## config.mk

```make
export PLATFORM = sky130hd
export DESIGN_NAME = rsa_top
export DESIGN_NICKNAME = d
export VERILOG_FILES = /design/src/common/rsa_pkg.sv /design/src/hw/rsa_tone.sv /design/src/hw/rsa_top.sv
export SDC_FILE = /design/constraint.sdc
export NUM_CORES = 1
export LEC_CHECK = 0
export BUFFER_PORTS_ARGS = -buffer_cell sky130_fd_sc_hd__buf_2
export CORE_MARGIN = 2
export CORE_UTILIZATION = 35
export DETAILED_ROUTE_END_ITERATION = 10
export PLACE_DENSITY = 0.52
export SETUP_SLACK_MARGIN = 0.2
export SKIP_LAST_GASP = 1
export SLEW_MARGIN = 0
export SYNTH_ARGS = -nofsm -noshare
export SYNTH_HDL_FRONTEND = slang
export SYNTH_SLANG_ARGS = --single-unit
export TNS_END_PERCENT = 30
```

## constraint.sdc

```tcl
create_clock -name clk -period 3.5 [get_ports clk]
set_input_delay 0 -clock clk [delete_from_list [all_inputs] [get_ports clk]]
set_output_delay 0 -clock clk [all_outputs]
set_load 0.03 [all_outputs]
```

## src/common/rsa_pkg.sv

```systemverilog
// rsa_pkg: constants and types for the recorder status annunciator
// assumes a 100 MHz system clock and synchronous active-low reset
package rsa_pkg;
  localparam int unsigned CLK_HZ = 100_000_000;
  localparam int unsigned CLK_NS = 10;
  // time reference loss, in seconds
  localparam int unsigned GPS_LOSS_S = 300;
  // long hold of the test button, in seconds
  localparam int unsigned HOLD_S = 5;
  // triggered relay least on-time, in ms
  localparam int unsigned TRIG_MIN_MS = 500;
  // debounce interval, in ms
  localparam int unsigned DEB_MS = 20;
  // tick period of the slow enable, in microseconds
  localparam int unsigned TICK_US = 1000;
  localparam int unsigned TICK_CYC = (TICK_US * 1000 + CLK_NS - 1) / CLK_NS;
  localparam int unsigned GPS_LOSS_TICKS = GPS_LOSS_S * 1000 + 1;
  localparam int unsigned HOLD_TICKS = HOLD_S * 1000;
  localparam int unsigned TRIG_MIN_TICKS = TRIG_MIN_MS;
  localparam int unsigned DEB_TICKS = DEB_MS;
  // temperature limit in whole degrees
  localparam logic [7:0] TEMP_LIMIT = 8'h3C;
  // sensor disagreement limit in degrees
  localparam logic [7:0] TEMP_DIFF_LIMIT = 8'h0A;
  // tone sweep: divider start and end values and step size
  localparam logic [15:0] TONE_DIV_LOW = 16'h61A8;
  localparam logic [15:0] TONE_DIV_HIGH = 16'h1388;
  localparam logic [15:0] TONE_DIV_STEP = 16'h00C8;
  // number of host channels
  localparam int unsigned N_CHAN = 2;
  // number of input-board sensors
  localparam int unsigned N_SENS = 4;

  typedef enum logic [2:0] {
    RSA_ST_SELFTEST = 3'b000,
    RSA_ST_ARMED    = 3'b001,
    RSA_ST_TESTING  = 3'b011,
    RSA_ST_DISARMED = 3'b010,
    RSA_ST_REARM    = 3'b110
  } rsa_state_type;
endpackage

```

## src/hw/rsa_tone.sv

```systemverilog
// rsa_tone: rising-pitch tone generator for the disarm confirmation
// assumes a one-cycle start pulse and synchronous active-low reset
`timescale 1ns/1ps
`default_nettype none
module rsa_tone (
  input wire logic clk,
  input wire logic rst_n,
  input wire logic start,
  output logic tone_out,
  output logic busy
);
  import rsa_pkg::*;
  logic [15:0] div_reg, div_next;
  logic [15:0] cnt_reg, cnt_next;
  logic tone_reg, tone_next;
  logic busy_reg, busy_next;

  always_comb begin
    div_next = div_reg;
    cnt_next = cnt_reg;
    tone_next = tone_reg;
    busy_next = busy_reg;
    if (start) begin
      busy_next = 1'b1;
      div_next = TONE_DIV_LOW;
      cnt_next = 16'h0000;
    end else if (busy_reg) begin
      if (cnt_reg >= div_reg) begin
        // each half period shortens, so the pitch rises; see RULE17
        cnt_next = 16'h0000;
        tone_next = ~tone_reg;
        if (div_reg <= TONE_DIV_HIGH) begin
          busy_next = 1'b0;
          tone_next = 1'b0;
        end else begin
          div_next = div_reg - TONE_DIV_STEP;
        end
      end else begin
        cnt_next = cnt_reg + 16'h0001;
      end
    end
  end

  always_ff @(posedge clk) begin
    if (!rst_n) begin
      div_reg <= 16'h0000;
      cnt_reg <= 16'h0000;
      tone_reg <= 1'b0;
      busy_reg <= 1'b0;
    end else begin
      div_reg <= div_next;
      cnt_reg <= cnt_next;
      tone_reg <= tone_next;
      busy_reg <= busy_next;
    end
  end

  assign tone_out = tone_reg;
  assign busy = busy_reg;

  property p_tone_quiet;
    @(posedge clk) disable iff (!rst_n) !busy_reg |=> !tone_reg || start;
  endproperty
  a_tone_quiet: assert property (p_tone_quiet) else $error("tone active while idle"); // see RULE17
endmodule
`default_nettype wire

```

## src/hw/rsa_top.sv

```systemverilog
// rsa_top: front-panel indicators, status relays and test button logic
// assumes all inputs synchronous to clk; host-facing flags are pulses
// Function
// RULE1: power lamp lit while supply present
// RULE2: on-line off until self-test passes, then acquiring
// RULE3: data lamp on record, off on directory read
// RULE4: data lamp flickers during flash writes
// RULE5: comms lamp lit during host session
// RULE6: only one host channel active at once
// RULE7: attention lamp on any self-test problem
// RULE8: attention held until event log read
// RULE9: time fault after five minutes reception loss
// RULE10: keep operating on internal oscillator
// RULE11: storage fault lamp on flash problem
// RULE12: comms fault lamp on remote channel problem
// RULE13: temperature fault: over limit, unreadable, disagreement
// RULE14: armed press runs tests then manual trigger
// RULE15: test fault lights attention and logs cause
// RULE16: five second hold disarms, on-line goes out
// RULE17: rising tone on entering disarmed state
// RULE18: disarmed short press rearms, no test record
// RULE19: log message on disarm and rearm
// RULE20: triggered relay held, at least 500 ms
// RULE21: power, on-line, attention relays mirror lamps
// RULE22: relays open unless function active
// RULE23: printer gets log, status, trigger records
// RULE24: debounced button, hold timed by counter
`timescale 1ns/1ps
`default_nettype none
module rsa_top #(
  parameter int unsigned GPS_LOSS = rsa_pkg::GPS_LOSS_TICKS,
  parameter int unsigned HOLD = rsa_pkg::HOLD_TICKS,
  parameter int unsigned TICK = rsa_pkg::TICK_CYC
) (
  input wire logic clk,
  input wire logic rst_n,
  input wire logic supply_ok,
  input wire logic selftest_done,
  input wire logic selftest_fail,
  input wire logic acquiring,
  input wire logic record_ready,
  input wire logic dir_read,
  input wire logic flash_writing,
  input wire logic flash_fault,
  input wire logic [rsa_pkg::N_CHAN-1:0] chan_req,
  input wire logic [rsa_pkg::N_CHAN-1:0] chan_end,
  input wire logic log_read,
  input wire logic gps_lock,
  input wire logic remote_fault,
  input wire logic [rsa_pkg::N_SENS-1:0] sens_ok,
  input wire logic [rsa_pkg::N_SENS*8-1:0] sens_temp,
  input wire logic triggered,
  input wire logic printer_present,
  input wire logic btn_raw,
  output logic led_power,
  output logic led_online,
  output logic led_data,
  output logic led_comms,
  output logic led_attention,
  output logic led_time_fault,
  output logic led_storage_fault,
  output logic led_comms_fault,
  output logic led_temp_fault,
  output logic led_spare,
  output logic relay_power,
  output logic relay_online,
  output logic relay_triggered,
  output logic relay_attention,
  output logic [rsa_pkg::N_CHAN-1:0] chan_grant,
  output logic run_tests,
  output logic manual_trigger,
  output logic armed,
  output logic log_disarm,
  output logic log_rearm,
  output logic log_test_fault,
  output logic print_log,
  output logic print_status,
  output logic print_record,
  output logic osc_holdover,
  output logic tone_out
);
  import rsa_pkg::*;
  function automatic logic [7:0] absdiff(input logic [7:0] a, input logic [7:0] b);
    absdiff = (a > b) ? a - b : b - a;
  endfunction
  // slow tick enable
  logic [31:0] div_reg, div_next;
  logic tick;
  always_comb begin
    tick = (div_reg == TICK - 1);
    div_next = tick ? 32'h0000_0000 : div_reg + 32'h0000_0001;
  end
  // button debounce and hold timer
  logic btn_reg, btn_next;
  logic [7:0] deb_reg, deb_next;
  logic [15:0] hold_reg, hold_next;
  logic long_done_reg, long_done_next;
  logic short_press, long_hold;
  always_comb begin
    btn_next = btn_reg;
    deb_next = deb_reg;
    hold_next = hold_reg;
    long_done_next = long_done_reg;
    short_press = 1'b0;
    long_hold = 1'b0;
    if (btn_raw == btn_reg) begin
      deb_next = 8'h00;
    end else if (tick) begin
      // a level must hold steady before it counts; see RULE24
      if (deb_reg == 8'(DEB_TICKS - 1)) begin
        btn_next = btn_raw;
        deb_next = 8'h00;
        short_press = !btn_raw && btn_reg && !long_done_reg;
      end else begin
        deb_next = deb_reg + 8'h01;
      end
    end
    if (!btn_reg) begin
      hold_next = 16'h0000;
      long_done_next = 1'b0;
    end else if (tick && !long_done_reg) begin
      if (hold_reg == 16'(HOLD - 1)) begin
        long_hold = 1'b1; // see RULE16
        long_done_next = 1'b1;
      end else begin
        hold_next = hold_reg + 16'h0001;
      end
    end
  end
  // arming state machine
  rsa_state_type st_reg, st_next;
  logic tone_start, tone_busy, tone_pin;
  logic run_tests_next, man_trig_next, log_dis_next, log_rearm_next, log_tf_next;
  logic run_tests_reg, man_trig_reg, log_dis_reg, log_rearm_reg, log_tf_reg;
  logic test_fault;
  always_comb begin
    st_next = st_reg;
    tone_start = 1'b0;
    run_tests_next = 1'b0;
    man_trig_next = 1'b0;
    log_dis_next = 1'b0;
    log_rearm_next = 1'b0;
    log_tf_next = 1'b0;
    test_fault = 1'b0;
    case (st_reg)
      RSA_ST_SELFTEST: begin
        st_next = (selftest_done && !selftest_fail) ? RSA_ST_ARMED : st_reg; // see RULE2
      end
      RSA_ST_ARMED: begin
        if (long_hold) begin
          st_next = RSA_ST_DISARMED; // see RULE16
          tone_start = 1'b1; // see RULE17
          log_dis_next = 1'b1; // see RULE19
        end else if (short_press) begin
          st_next = RSA_ST_TESTING; // see RULE14
          run_tests_next = 1'b1;
        end
      end
      RSA_ST_TESTING: begin
        if (selftest_done) begin
          st_next = RSA_ST_ARMED;
          man_trig_next = 1'b1; // see RULE14
          if (selftest_fail) begin
            test_fault = 1'b1; // see RULE15
            log_tf_next = 1'b1;
          end
        end
      end
      RSA_ST_DISARMED: begin
        st_next = short_press ? RSA_ST_REARM : st_reg; // see RULE18
      end
      RSA_ST_REARM: begin
        // rearm only: no manual trigger here; see RULE18
        st_next = RSA_ST_ARMED;
        log_rearm_next = 1'b1; // see RULE19
      end
      default: st_next = RSA_ST_SELFTEST;
    endcase
  end
  rsa_tone u_tone (
    .clk(clk),
    .rst_n(rst_n),
    .start(tone_start),
    .tone_out(tone_pin),
    .busy(tone_busy)
  );
  // indicator and relay state
  logic data_reg, data_next;
  logic attn_reg, attn_next;
  logic [31:0] gps_reg, gps_next;
  logic [N_CHAN-1:0] grant_reg, grant_next;
  logic [15:0] trig_cnt_reg, trig_cnt_next;
  logic [23:0] flick_reg, flick_next;
  logic temp_bad;
  logic online_next, trig_rel_next, data_led_next, tf_next, tone_next;
  logic online_reg, trig_rel_reg, data_led_reg, tf_reg, tone_reg;
  logic pwr_reg, comms_reg, sf_reg, cf_reg, temp_reg;
  logic prt_log_reg, prt_stat_reg, prt_rec_reg, trig_d_reg;
  always_comb begin
    temp_bad = 1'b0;
    for (int i = 0; i < N_SENS; i++) begin
      // neighbours compared round the ring, so no select runs out of range
      temp_bad = temp_bad || !sens_ok[i] || sens_temp[i*8 +: 8] > TEMP_LIMIT || // see RULE13
        absdiff(sens_temp[i*8 +: 8], sens_temp[((i + 1) % N_SENS)*8 +: 8]) > TEMP_DIFF_LIMIT;
    end
    // set wins over the directory-read clear; see RULE3
    data_next = record_ready ? 1'b1 : (dir_read ? 1'b0 : data_reg);
    // set wins over the log-read clear; see RULE7 RULE8 RULE15
    attn_next = (selftest_fail || test_fault) ? 1'b1 : (log_read ? 1'b0 : attn_reg);
    // loss timer only; timing carries on regardless; see RULE9 RULE10
    gps_next = gps_lock ? 32'h0000_0000 :
      ((tick && gps_reg != GPS_LOSS) ? gps_reg + 32'h0000_0001 : gps_reg);
    tf_next = (gps_reg == GPS_LOSS);
    // one channel at a time, lowest index first; see RULE6
    grant_next = grant_reg & ~chan_end;
    if (grant_next == '0) begin
      for (int i = N_CHAN - 1; i >= 0; i--) begin
        if (chan_req[i] && !chan_end[i]) begin
          grant_next = '0;
          grant_next[i] = 1'b1;
        end
      end
    end
    flick_next = flash_writing ? flick_reg + 24'h00_0001 : 24'h00_0000;
    data_led_next = data_reg ^ (flash_writing && flick_reg[22]); // see RULE4
    online_next = (st_reg != RSA_ST_SELFTEST) && (st_reg != RSA_ST_DISARMED) && acquiring; // see RULE2 RULE16
    // hold for the least on-time after the trigger ends; see RULE20
    trig_cnt_next = triggered ? 16'(TRIG_MIN_TICKS) :
      ((tick && trig_cnt_reg != 16'h0000) ? trig_cnt_reg - 16'h0001 : trig_cnt_reg);
    trig_rel_next = triggered || trig_cnt_reg != 16'h0000;
    tone_next = tone_pin && tone_busy;
  end
  always_ff @(posedge clk) begin
    if (!rst_n) begin
      div_reg <= 32'h0000_0000;
      btn_reg <= 1'b0;
      deb_reg <= 8'h00;
      hold_reg <= 16'h0000;
      long_done_reg <= 1'b0;
      st_reg <= RSA_ST_SELFTEST;
      run_tests_reg <= 1'b0;
      man_trig_reg <= 1'b0;
      log_dis_reg <= 1'b0;
      log_rearm_reg <= 1'b0;
      log_tf_reg <= 1'b0;
      data_reg <= 1'b0;
      attn_reg <= 1'b0;
      gps_reg <= 32'h0000_0000;
      grant_reg <= '0;
      trig_cnt_reg <= 16'h0000;
      flick_reg <= 24'h00_0000;
      online_reg <= 1'b0;
      trig_rel_reg <= 1'b0;
      data_led_reg <= 1'b0;
      tf_reg <= 1'b0;
      tone_reg <= 1'b0;
      pwr_reg <= 1'b0;
      comms_reg <= 1'b0;
      sf_reg <= 1'b0;
      cf_reg <= 1'b0;
      temp_reg <= 1'b0;
      prt_log_reg <= 1'b0;
      prt_stat_reg <= 1'b0;
      prt_rec_reg <= 1'b0;
      trig_d_reg <= 1'b0;
    end else begin
      div_reg <= div_next;
      btn_reg <= btn_next;
      deb_reg <= deb_next;
      hold_reg <= hold_next;
      long_done_reg <= long_done_next;
      st_reg <= st_next;
      run_tests_reg <= run_tests_next;
      man_trig_reg <= man_trig_next;
      log_dis_reg <= log_dis_next;
      log_rearm_reg <= log_rearm_next;
      log_tf_reg <= log_tf_next;
      data_reg <= data_next;
      attn_reg <= attn_next;
      gps_reg <= gps_next;
      grant_reg <= grant_next;
      trig_cnt_reg <= trig_cnt_next;
      flick_reg <= flick_next;
      online_reg <= online_next;
      trig_rel_reg <= trig_rel_next;
      data_led_reg <= data_led_next;
      tf_reg <= tf_next;
      tone_reg <= tone_next;
      pwr_reg <= supply_ok; // see RULE1
      comms_reg <= |grant_reg; // see RULE5
      sf_reg <= flash_fault; // see RULE11
      cf_reg <= remote_fault; // see RULE12
      temp_reg <= temp_bad; // see RULE13
      // printer events, only with a printer attached; see RULE23
      prt_log_reg <= printer_present && (log_dis_next || log_rearm_next || log_tf_next || selftest_fail);
      prt_stat_reg <= printer_present && man_trig_next;
      prt_rec_reg <= printer_present && triggered && !trig_d_reg;
      trig_d_reg <= triggered;
    end
  end
  // power, on-line, attention relays mirror lamp registers; all open after reset; see RULE21 RULE22
  assign led_power = pwr_reg;
  assign relay_power = pwr_reg;
  assign led_online = online_reg;
  assign relay_online = online_reg;
  assign led_attention = attn_reg;
  assign relay_attention = attn_reg;
  assign relay_triggered = trig_rel_reg;
  assign led_data = data_led_reg;
  assign led_comms = comms_reg;
  assign led_time_fault = tf_reg;
  assign led_storage_fault = sf_reg;
  assign led_comms_fault = cf_reg;
  assign led_temp_fault = temp_reg;
  // unused indicator held dark
  assign led_spare = 1'b0;
  assign chan_grant = grant_reg;
  assign run_tests = run_tests_reg;
  assign manual_trigger = man_trig_reg;
  assign armed = online_reg;
  assign log_disarm = log_dis_reg;
  assign log_rearm = log_rearm_reg;
  assign log_test_fault = log_tf_reg;
  assign print_log = prt_log_reg;
  assign print_status = prt_stat_reg;
  assign print_record = prt_rec_reg;
  assign osc_holdover = tf_reg;
  assign tone_out = tone_reg;
  property p_one_chan;
    @(posedge clk) disable iff (!rst_n) $onehot0(grant_reg);
  endproperty
  a_one_chan: assert property (p_one_chan) else $error("two channels granted"); // see RULE6
  property p_attn_hold;
    @(posedge clk) disable iff (!rst_n) attn_reg && !log_read |=> attn_reg;
  endproperty
  a_attn_hold: assert property (p_attn_hold) else $error("attention dropped early"); // see RULE8
  property p_attn_set;
    @(posedge clk) disable iff (!rst_n) selftest_fail |=> attn_reg;
  endproperty
  a_attn_set: assert property (p_attn_set) else $error("attention not set"); // see RULE7
  property p_data_set;
    @(posedge clk) disable iff (!rst_n) record_ready |=> data_reg;
  endproperty
  a_data_set: assert property (p_data_set) else $error("record not flagged"); // see RULE3
  property p_trig_min;
    @(posedge clk) disable iff (!rst_n) $fell(triggered) |=> relay_triggered;
  endproperty
  a_trig_min: assert property (p_trig_min) else $error("trigger relay released early"); // see RULE20
  property p_rearm_notrig;
    @(posedge clk) disable iff (!rst_n) st_reg == RSA_ST_REARM |=> !manual_trigger;
  endproperty
  a_rearm_notrig: assert property (p_rearm_notrig) else $error("rearm made test record"); // see RULE18
  property p_disarm_log;
    @(posedge clk) disable iff (!rst_n) st_reg == RSA_ST_ARMED && long_hold |=> log_disarm && st_reg == RSA_ST_DISARMED;
  endproperty
  a_disarm_log: assert property (p_disarm_log) else $error("disarm not logged"); // see RULE19
  property p_relay_mirror;
    @(posedge clk) disable iff (!rst_n) relay_online == led_online && relay_attention == led_attention;
  endproperty
  a_relay_mirror: assert property (p_relay_mirror) else $error("relay differs from lamp"); // see RULE21
  property p_offline_disarmed;
    @(posedge clk) disable iff (!rst_n) st_reg == RSA_ST_DISARMED |=> !led_online;
  endproperty
  a_offline_disarmed: assert property (p_offline_disarmed) else $error("on-line lit while disarmed"); // see RULE16
endmodule
`default_nettype wire

```

# [Yosys cells after proc, flatten, opt, wreduce, memory -nomap -nowiden]
# Cells that the tools add are included.
[word_totals] ff_bits=190
[classes] n_addsub=16 order_cmp=14 eq_ne=16 n_mux=45 bitwise_logic=10 reduce_logical=67
[op_table] op="32-bit by 1-bit adder with 32-bit output, second input constant" n=2
[op_table] op="8-bit subtractor" n=8
[op_table] op="15-bit 2-to-1 mux" n=4
[op_table] op="8-bit 2-to-1 mux" n=5
[op_table] op="16-bit by 1-bit adder with 16-bit output, second input constant" n=2
[op_table] op="32-bit by 17-bit == test with 1-bit output, second input constant" n=1
[op_table] op="32-bit by 19-bit == test with 1-bit output, second input constant" n=1
[op_table] op="8-bit by 4-bit > comparator with 1-bit output, second input constant" n=4
[op_table] op="8-bit by 6-bit > comparator with 1-bit output, second input constant" n=4
[op_table] op="8-bit > comparator" n=4
[op_table] op="32-bit by 19-bit inequality test with 1-bit output, second input constant" n=1
[op_table] op="24-bit by 1-bit adder with 24-bit output, second input constant" n=1
[op_table] op="1-bit 2-to-1 mux" n=24
[op_table] op="9-bit 2-to-1 mux" n=2
[op_table] op="16-bit by 13-bit == test with 1-bit output, second input constant" n=1
[op_table] op="16-bit greater-or-equal comparator" n=1
[op_table] op="16-bit by 13-bit <= comparator with 1-bit output, second input constant" n=1
[op_table] op="1-bit logical AND" n=16
[op_table] op="1-bit logical OR" n=16
[op_table] op="16-bit 2-to-1 mux" n=1
[op_table] op="16-bit nonzero test" n=1
[op_table] op="16-bit by 1-bit subtractor with 16-bit output, second input constant" n=1
[op_table] op="16-bit by 8-bit subtractor with 16-bit output, second input constant" n=1
[op_table] op="3-bit 2-to-1 mux" n=5
[op_table] op="25 further kinds" n=61

# [Logic depth before layout (Yosys ltp)]
# Gate-level depths: netlist of the first run.
[logic_depth] word_depth=13 ltp_mapped=12

# [Modules after synthesis]
# Synthesis of the first run repeated with hierarchy kept, for this count alone.
[hier_totals] hier_cells=1369 area_unflattened_um2=11383.4
[by_module_without_submodules] module="rsa_top" n_inst=1 cells_each=1153 area_each_um2=9486.6 seq_area_each_um2=3103.0
[by_module_without_submodules] module="rsa_tone" n_inst=1 cells_each=216 area_each_um2=1896.8 seq_area_each_um2=620.6

# [Least setup slack after synthesis of the first run]
# Ideal clock, no wire load.
[synth_path] path_kind="input -> register" start="input port sens_temp[8] (netlist name)" end="register temp_reg (netlist: led_temp_fault)" arrival_time_ns=2.528 required_ns=3.362 path_slack_ns=0.834 cell_stages=12 path_cell_list="inv_1 -> ha_1 -> inv_1 -> fa_1 -> and3_4 -> o211ai_2 -> a21boi_4 -> or3b_1 -> a221o_1 -> a22o_1 -> nor4_2 -> a41oi_1"
[synth_between] elab_chain_len=13 elab_cells_between_ends=21
[synth_lines] item="start, declared" line="rsa_top.sv:51" text="input wire logic [rsa_pkg::N_SENS*8-1:0] sens_temp,"
[synth_lines] item="8-bit subtractor or 8-bit > comparator (tied branches)" line="rsa_top.sv:84" text="absdiff = (a > b) ? a - b : b - a;"
[synth_lines] item="8-bit 2-to-1 mux" line="rsa_top.sv:84"
[synth_lines] item="8-bit by 4-bit > comparator with 1-bit output" line="rsa_top.sv:204" text="absdiff(sens_temp[i*8 +: 8], sens_temp[((i + 1) % N_SENS)*8 +: 8]) > TEMP_DIFF_LIMIT;"
[synth_lines] item="1-bit logical OR (3 in series)" line="rsa_top.sv:203" text="temp_bad = temp_bad || !sens_ok[i] || sens_temp[i*8 +: 8] > TEMP_LIMIT ||"
[synth_lines] item="1-bit logical OR * (7 in series)" line="rsa_top.sv:203"
[synth_lines] item="end signal, assigned" line="rsa_top.sv:293" text="temp_reg <= temp_bad;"
[synth_lines] item="end, declared" line="rsa_top.sv:197" text="logic pwr_reg, comms_reg, sf_reg, cf_reg, temp_reg;"
# Every way passes the cells marked *; elsewhere a longest branch is shown, timed or not.
# A chain may end at the register's enable or synchronous reset.

# [Final worst setup path of the first run]
[layout_path] start="register div_reg[0]" end="register st_reg[1]"
[layout_between] elab_chain_len=6 elab_cells_between_ends=11
[layout_lines] item="start, declared" line="rsa_top.sv:87" text="logic [31:0] div_reg, div_next;"
[layout_lines] item="start signal, assigned" line="rsa_top.sv:267" text="div_reg <= div_next;"
[layout_lines] item="32-bit by 17-bit == test with 1-bit output *" line="rsa_top.sv:90" text="tick = (div_reg == TICK - 1);"
[layout_lines] item="1-bit logical AND" line="rsa_top.sv:121" text="end else if (tick && !long_done_reg) begin"
[layout_lines] item="1-bit 2-to-1 mux" line="rsa_top.sv:121"
[layout_lines] item="1-bit 2-to-1 mux" line="rsa_top.sv:118" text="if (!btn_reg) begin"
[layout_lines] item="3-bit 2-to-1 mux or 3-bit inequality test (tied branches)"
[layout_lines] item="3-bit case mux with 5 select lines or 4-bit AND reduction (tied branches)"
[layout_lines] item="end signal, assigned" line="rsa_top.sv:272" text="st_reg <= st_next;"
[layout_lines] item="end, declared" line="rsa_top.sv:131" text="rsa_state_type st_reg, st_next;"
# Marked as above.

==> impl_metrics.toml, run 1 <==
[cts]
clkTransAtPathRegs_ns = 0.07
ctsLongestPathBuffers = 2
insertion_delay_ns = 0.44
cts_tree = "built"
htree_levels = 4
cts_setup_buffers = 0
cts.sinks = 186
root_buffer = "clkbuf_16"
cts-buffers-inserted = 17

[worst_setup_path]
critical_path_class = "reg2reg"
end_kind = "flop"
cp_common_cell = "nand2_1"
cp_num_buf_inv = 1
crit_family = "simple AND/OR/NAND/NOR gates"
cp.arrival_ns = 3.22
crit_required_ns = 3.87
critical_path.max_fanout = 21
worstPathCellList = "ha_1 > and4_1 > nand2_1 > nor3_2 > buf_4 > nand2_1 > or4_1 > nor4b_1 > o21bai_1 > a21boi_1"
cp-start-kind = "flop"
worst_path_max_delay_cell = "or4_1"
max_stage_delay_ns = 0.56

[global_route]
met1_usage = 0.2315
met3_usage = 0.03063
antenna_found_initial = 0
met2_usage = 0.2711
grt.total_usage = 0.1683
grt_busiest_layer = "met2"
grt-ovfl-total = 0
grt_max_degree = 33
grt_pass1_wl_um = 46350
grt_pass1_vias = 9297

[placed_design]
io_buffers = 81
hpwl_um = 20810
globalplace.congestion = 0.8866
dp_cells = 1879

[timing]
tightest_slew_ns = 0.8897
fmax_ghz = 0.3506
hold_viol_final = 0
rsz0062_at_grt = "no"
tns_ns = 0
maxSlewViolCount = 0
layout_min_cycle_time_ns = 2.852
maxSlewHeadroom = 0.4014
skew_ns = 0.01222
finalCritPeriodShare = 0.8150
finalSetupViolations = 0

[synth]
synth-main-ff-cell = "dfxtp_1"
yosysWarnings = 0
syn-num-nets = 1541
ys_seq_area_frac = 0.3258
syn_area_um2 = 11430
synth_edf_count = 0
synth_cells = 1392
synthArstFlopShare = 0
synth_seq_cells = 186
yosys.cell_types.count = 87
syn_area_per_cell_um2 = 8.210

[layout]
nets = 1623
n_antenna_cell = 0
layout-drive-gt1-share = 0.1009
final_cell_mix = "nor2_1, dfxtp_1, inv_1, nand2_1, ha_1"
area_growth_pct = 14.17
final_common_cell = "nor2_1"
stdcell_count = 1929

[die]
ios = 83
row_count = 66
fp.dieW_um = 184.7
dieArea_um2 = 34110
dieHeight_um = 184.7
start_util = 0.3530
coreArea_um2 = 32370

[drt]
drt-pass1-iter-count = 5
finalWirelength_um = 27600
drt-wirelength-per-cell_um = 14.31
route.detailed.drc = 0
vias = 9692
drt-initial-drc-count = 568
vias_per_cell = 5.024
ant_nets = 0

[power_and_ir_drop]
ir_drop_v = 0.0003175
power_density_nw_per_um2 = 377.6
p_leak_nw = 5.114

[run_status]
status = "complete, no violations"

[job]
cap_violations = 0

[min_path]
min_path_type = "in2reg"
==> Yosys cell counts (8+ instances only) <==
cell,instances,share of area
o21a_1,9,0.0059
a21oi_1,65,0.028
dfxtp_1,186,0.33
nand3_1,65,0.028
ha_1,85,0.093
nor4_1,14,0.0077
and2_1,16,0.0088
and3_1,23,0.013
nand3b_1,9,0.0059
o21ai_0,43,0.019
a211o_1,8,0.0061
xor2_1,70,0.054
clkbuf_1,28,0.0092
nor2b_1,10,0.0055
nand4_1,35,0.019
a21o_1,19,0.012
inv_1,100,0.033
or3_1,26,0.014
nor4b_1,9,0.0069
nor2_1,198,0.065
xnor2_1,64,0.049
nor3_1,32,0.014
and4_1,11,0.0084
fa_1,8,0.014
nand2_1,92,0.030
a211oi_1,9,0.0059
mux2i_1,12,0.011
==> layer usage <==
metal	share of wire	up-vias
met2	0.45	181
met3	0.041	27
met4	0.013	0
met5	0	-
li1	-	5003
met1	0.50	4481
==> report_power, final <==
group / total [mW] / internal [mW] / switching, mW
clock network: 2.06 / 1.16 / 0.892
logic: 0.722 / 0.288 / 0.434
registers: 2.15 / 2.13 / 0.0140
==> cell families (layout without fill, tap and decap cells) <==
kind of cell             count (synthesis)  count (layout)  share of synthesized area
AO/OA/AOI/OAI                          229             229                     0.1361
XOR/XNOR                               134             134                     0.1027
adder cells (fa/ha/maj)                 93              93                     0.1071
buffers and inverters                  145             240                    0.05157
flip-flops                             186             186                     0.3258
multiplexers                            15              15                    0.01347
other                                    1               1                  0.0003281
AND/OR/NAND/NOR                        589             589                     0.2630
==> path summary, 6_finish.rpt <==
kind / from / to / slack, ns / depth (start not counted)
worst max-delay path: div_reg[0]$_SDFF_PP0_ / st_reg[1]$_SDFFE_PN0P_ / 0.65 / 10
worst min-delay path: gps_lock / gps_reg[9]$_SDFFE_PP0P_ / 0.16 / 4
worst max register to register: div_reg[0]$_SDFF_PP0_ / st_reg[1]$_SDFFE_PN0P_ / 0.65 / 10
worst min register to register: flick_reg[0]$_SDFF_PN0_ / flick_reg[0]$_SDFF_PN0_ / 0.46 / 1
==> through the flow <==
stage                     cell area, um^2    util  hold WS (ns)  power (mW)  setup WS, ns
after floorplan                     11430       -       0.07931       2.689        0.8340
after CTS                           13050  0.4031        0.1611       4.984        0.6012
after detailed placement            12240  0.3781        0.1772       2.894        0.4809
final                               13050  0.4031        0.1631       4.926        0.6475
after global routing                13050  0.4031        0.2018       5.180        0.2720
after global placement              12240  0.3781        0.1813       2.896        0.5344
==> what timing repair did <==
action                                 CTS  global route
hold buffers                            18             0
gates resized for setup                  0             0
endpoints found under the hold margin   26             0
==> tightest hold or removal path, delay by kind of cell <==
kind	cells	cell delay, ns
buffers and inverters	2	0.39
AND/OR/NAND/NOR	2	0.16
==> layout make-up <==
| class | instances | area, um^2 |
|---|---|---|
| Fill cell | 3312 | 19320 |
| Multi-Input combinational cell | 1061 | 7116 |
| Sequential cell | 186 | 3724 |
| Timing Repair Buffer | 108 | 653.1 |
| Tap cell | 442 | 553.0 |
| Clock buffer | 18 | 439.2 |
| Inverter | 100 | 375.4 |
| Clock inverter | 14 | 187.7 |
Note: power is estimated with default switching activity, not from simulation.
==> inputs of run 2 (changes only) <==
==> constraint.sdc (replaced) <==
create_clock -name clk -period 2.8 [get_ports clk]
set_input_delay 0 -clock clk [delete_from_list [all_inputs] [get_ports clk]]
set_output_delay 0 -clock clk [all_outputs]
set_load 0.03 [all_outputs]
==> impl_metrics.toml, run 2 (synthesized netlist as in run 1, its figures left out) <==
[global_route]
grt_pass1_wl_um = 47130
antenna_found_initial = 0
grt_max_degree = 33
grt_pass1_vias = 9429
grt-ovfl-total = 0
grt.total_usage = 0.1710

[layout]
area_growth_pct = 18.55
layout-drive-gt1-share = 0.1538
fill_cells = 3302
multiInputGateArea_um2 = 7297
final_cell_mix = "nor2_1, dfxtp_1, inv_1, nand2_1"
final_common_cell = "nor2_1"
n_antenna_cell = 0
stdcell_count = 1983
seq_area_um2 = 3731
nets = 1677
finalInstanceArea_um2 = 13550

[timing]
fmax_ghz = 0.3942
tightest_slew_ns = 0.7294
finalCritPeriodShare = 0.9060
maxSlewViolCount = 0
skew_ns = 0.009937
rsz0062_at_grt = "yes"
hold_viol_final = 0
maxSlewHeadroom = 0.5126
finalSetupViolations = 0
layout_min_cycle_time_ns = 2.537

[cts]
insertion_delay_ns = 0.43
root_buffer = "clkbuf_16"
ctsLongestPathBuffers = 2
clkTransAtPathRegs_ns = 0.07
cts_tree = "built"
htree_levels = 4
cts.sinks = 186
cts-buffers-inserted = 17

[worst_setup_path]
critical_path_class = "reg2reg"
cp.arrival_ns = 2.83
cp-start-kind = "flop"
max_stage_delay_ns = 0.51
crit_required_ns = 3.10
worstPathCellList = "ha_4 > and4_4 > nand2_2 > nor3_4 > buf_2 > or3b_2 > nor2_2 > buf_4 > nand4_1 > xor2_1 > nor2_1"
end_kind = "flop"
critical_path.max_fanout = 7
worst_path_max_delay_cell = "or3b_2"

[drt]
finalWirelength_um = 28840
route.detailed.drc = 0
drt-pass1-iter-count = 4
vias = 9972
ant_nets = 0
vias_per_cell = 5.029
drt-wirelength-per-cell_um = 14.54
drt-initial-drc-count = 573

[power_and_ir_drop]
p_leak_nw = 5.368
p_total_mw = 5.886
power_density_nw_per_um2 = 434.5
ir_drop_v = 0.0004226

[placed_design]
dp_cells = 1924
hpwl_um = 21560
io_buffers = 81
placed_cell_area_um2 = 12580
globalplace.congestion = 0.8596

[die]
dieArea_um2 = 34110
row_count = 66
ios = 83
start_util = 0.3530
coreArea_um2 = 32370
fp.dieW_um = 184.7
dieHeight_um = 184.7

[min_path]
min_path_type = "in2reg"

[run_status]
status = "complete, no violations"

[job]
cap_violations = 0
-- run 2: cell types whose count changed in the layout (fill, tap and decap cells not counted), sizes merged --
cell      before  now
clkinv         4    3
bufinv         3    0
buf           90  143
clkbuf        18   20
a211o          8    9
clkinvlp       2    7
inv          105  102
-- run 2: worst max-delay path: cells and delay by family (launching register included) --
kind / cells / cell delay, ns
buf+inv: 2 / 0.39
simple gates: 7 / 1.34
flops: 1 / 0.37
xor+xnor: 1 / 0.14
fa+ha+maj: 1 / 0.14
-- run 2: report_power, final --
group	internal, mW	switching, mW	total (mW)	leakage (nW)
combinational	0.403	0.555	0.958	3.62
sequential	2.67	0.0197	2.69	1.51
clock	1.17	1.07	2.24	0.241
total	4.24	1.65	5.89	5.37
-- run 2: final cells by class --
type,instances,share of cell area
clock buffers,20,0.03297
clock inverters,12,0.006834
inverters,100,0.02771
multi-input cells,1062,0.5386
flip-flops and latches,186,0.2754
well taps,442,0.04082
repair buffers,161,0.07767
-- run 2: final timing paths --
check,start,end,slack (ns),cells past startpoint
setup reg to reg,div_reg[0]$_SDFF_PP0_,hold_reg[15]$_SDFFE_PN0P_,0.26,11
hold reg to reg,flick_reg[0]$_SDFF_PN0_,flick_reg[0]$_SDFF_PN0_,0.46,1
hold / removal,gps_lock,gps_reg[11]$_SDFFE_PP0P_,0.19,3
setup / recovery,div_reg[0]$_SDFF_PP0_,hold_reg[15]$_SDFFE_PN0P_,0.26,11
-- run 2: through the flow --
step | utilization | setup TNS [ns] | setup slack, ns | hold WS (ns)
2_1_floorplan | - | 0 | 0.2084 | 0.07931
3_3_place_gp | 0.3886 | 0 | 0.04653 | 0.1799
3_5_place_dp | 0.3886 | -0.04055 | -0.04055 | 0.1825
4_1_cts | 0.4109 | 0 | 0.1039 | 0.1865
5_1_grt | 0.4185 | 0 | 0.09422 | 0.2310
6_report | 0.4185 | 0 | 0.2633 | 0.1916
-- run 2: layer usage --
| layer | wire length [um] | track usage |
|---|---|---|
| met5 | 0 | 0 |
| met4 | 248 | 0.03841 |
| met3 | 996 | 0.02885 |
| met2 | 13190 | 0.2797 |
| met1 | 14400 | 0.2351 |
-- run 2: timing repair --
item                                    4_1_cts  5_1_grt
hold endpoints to repair                     25        0
endpoints found under the setup margin       38       77
pin swaps                                     0       12
setup buffers                                 0        7
cloned                                        0        2
gates resized for setup                       1       40
hold buffers                                 18        0
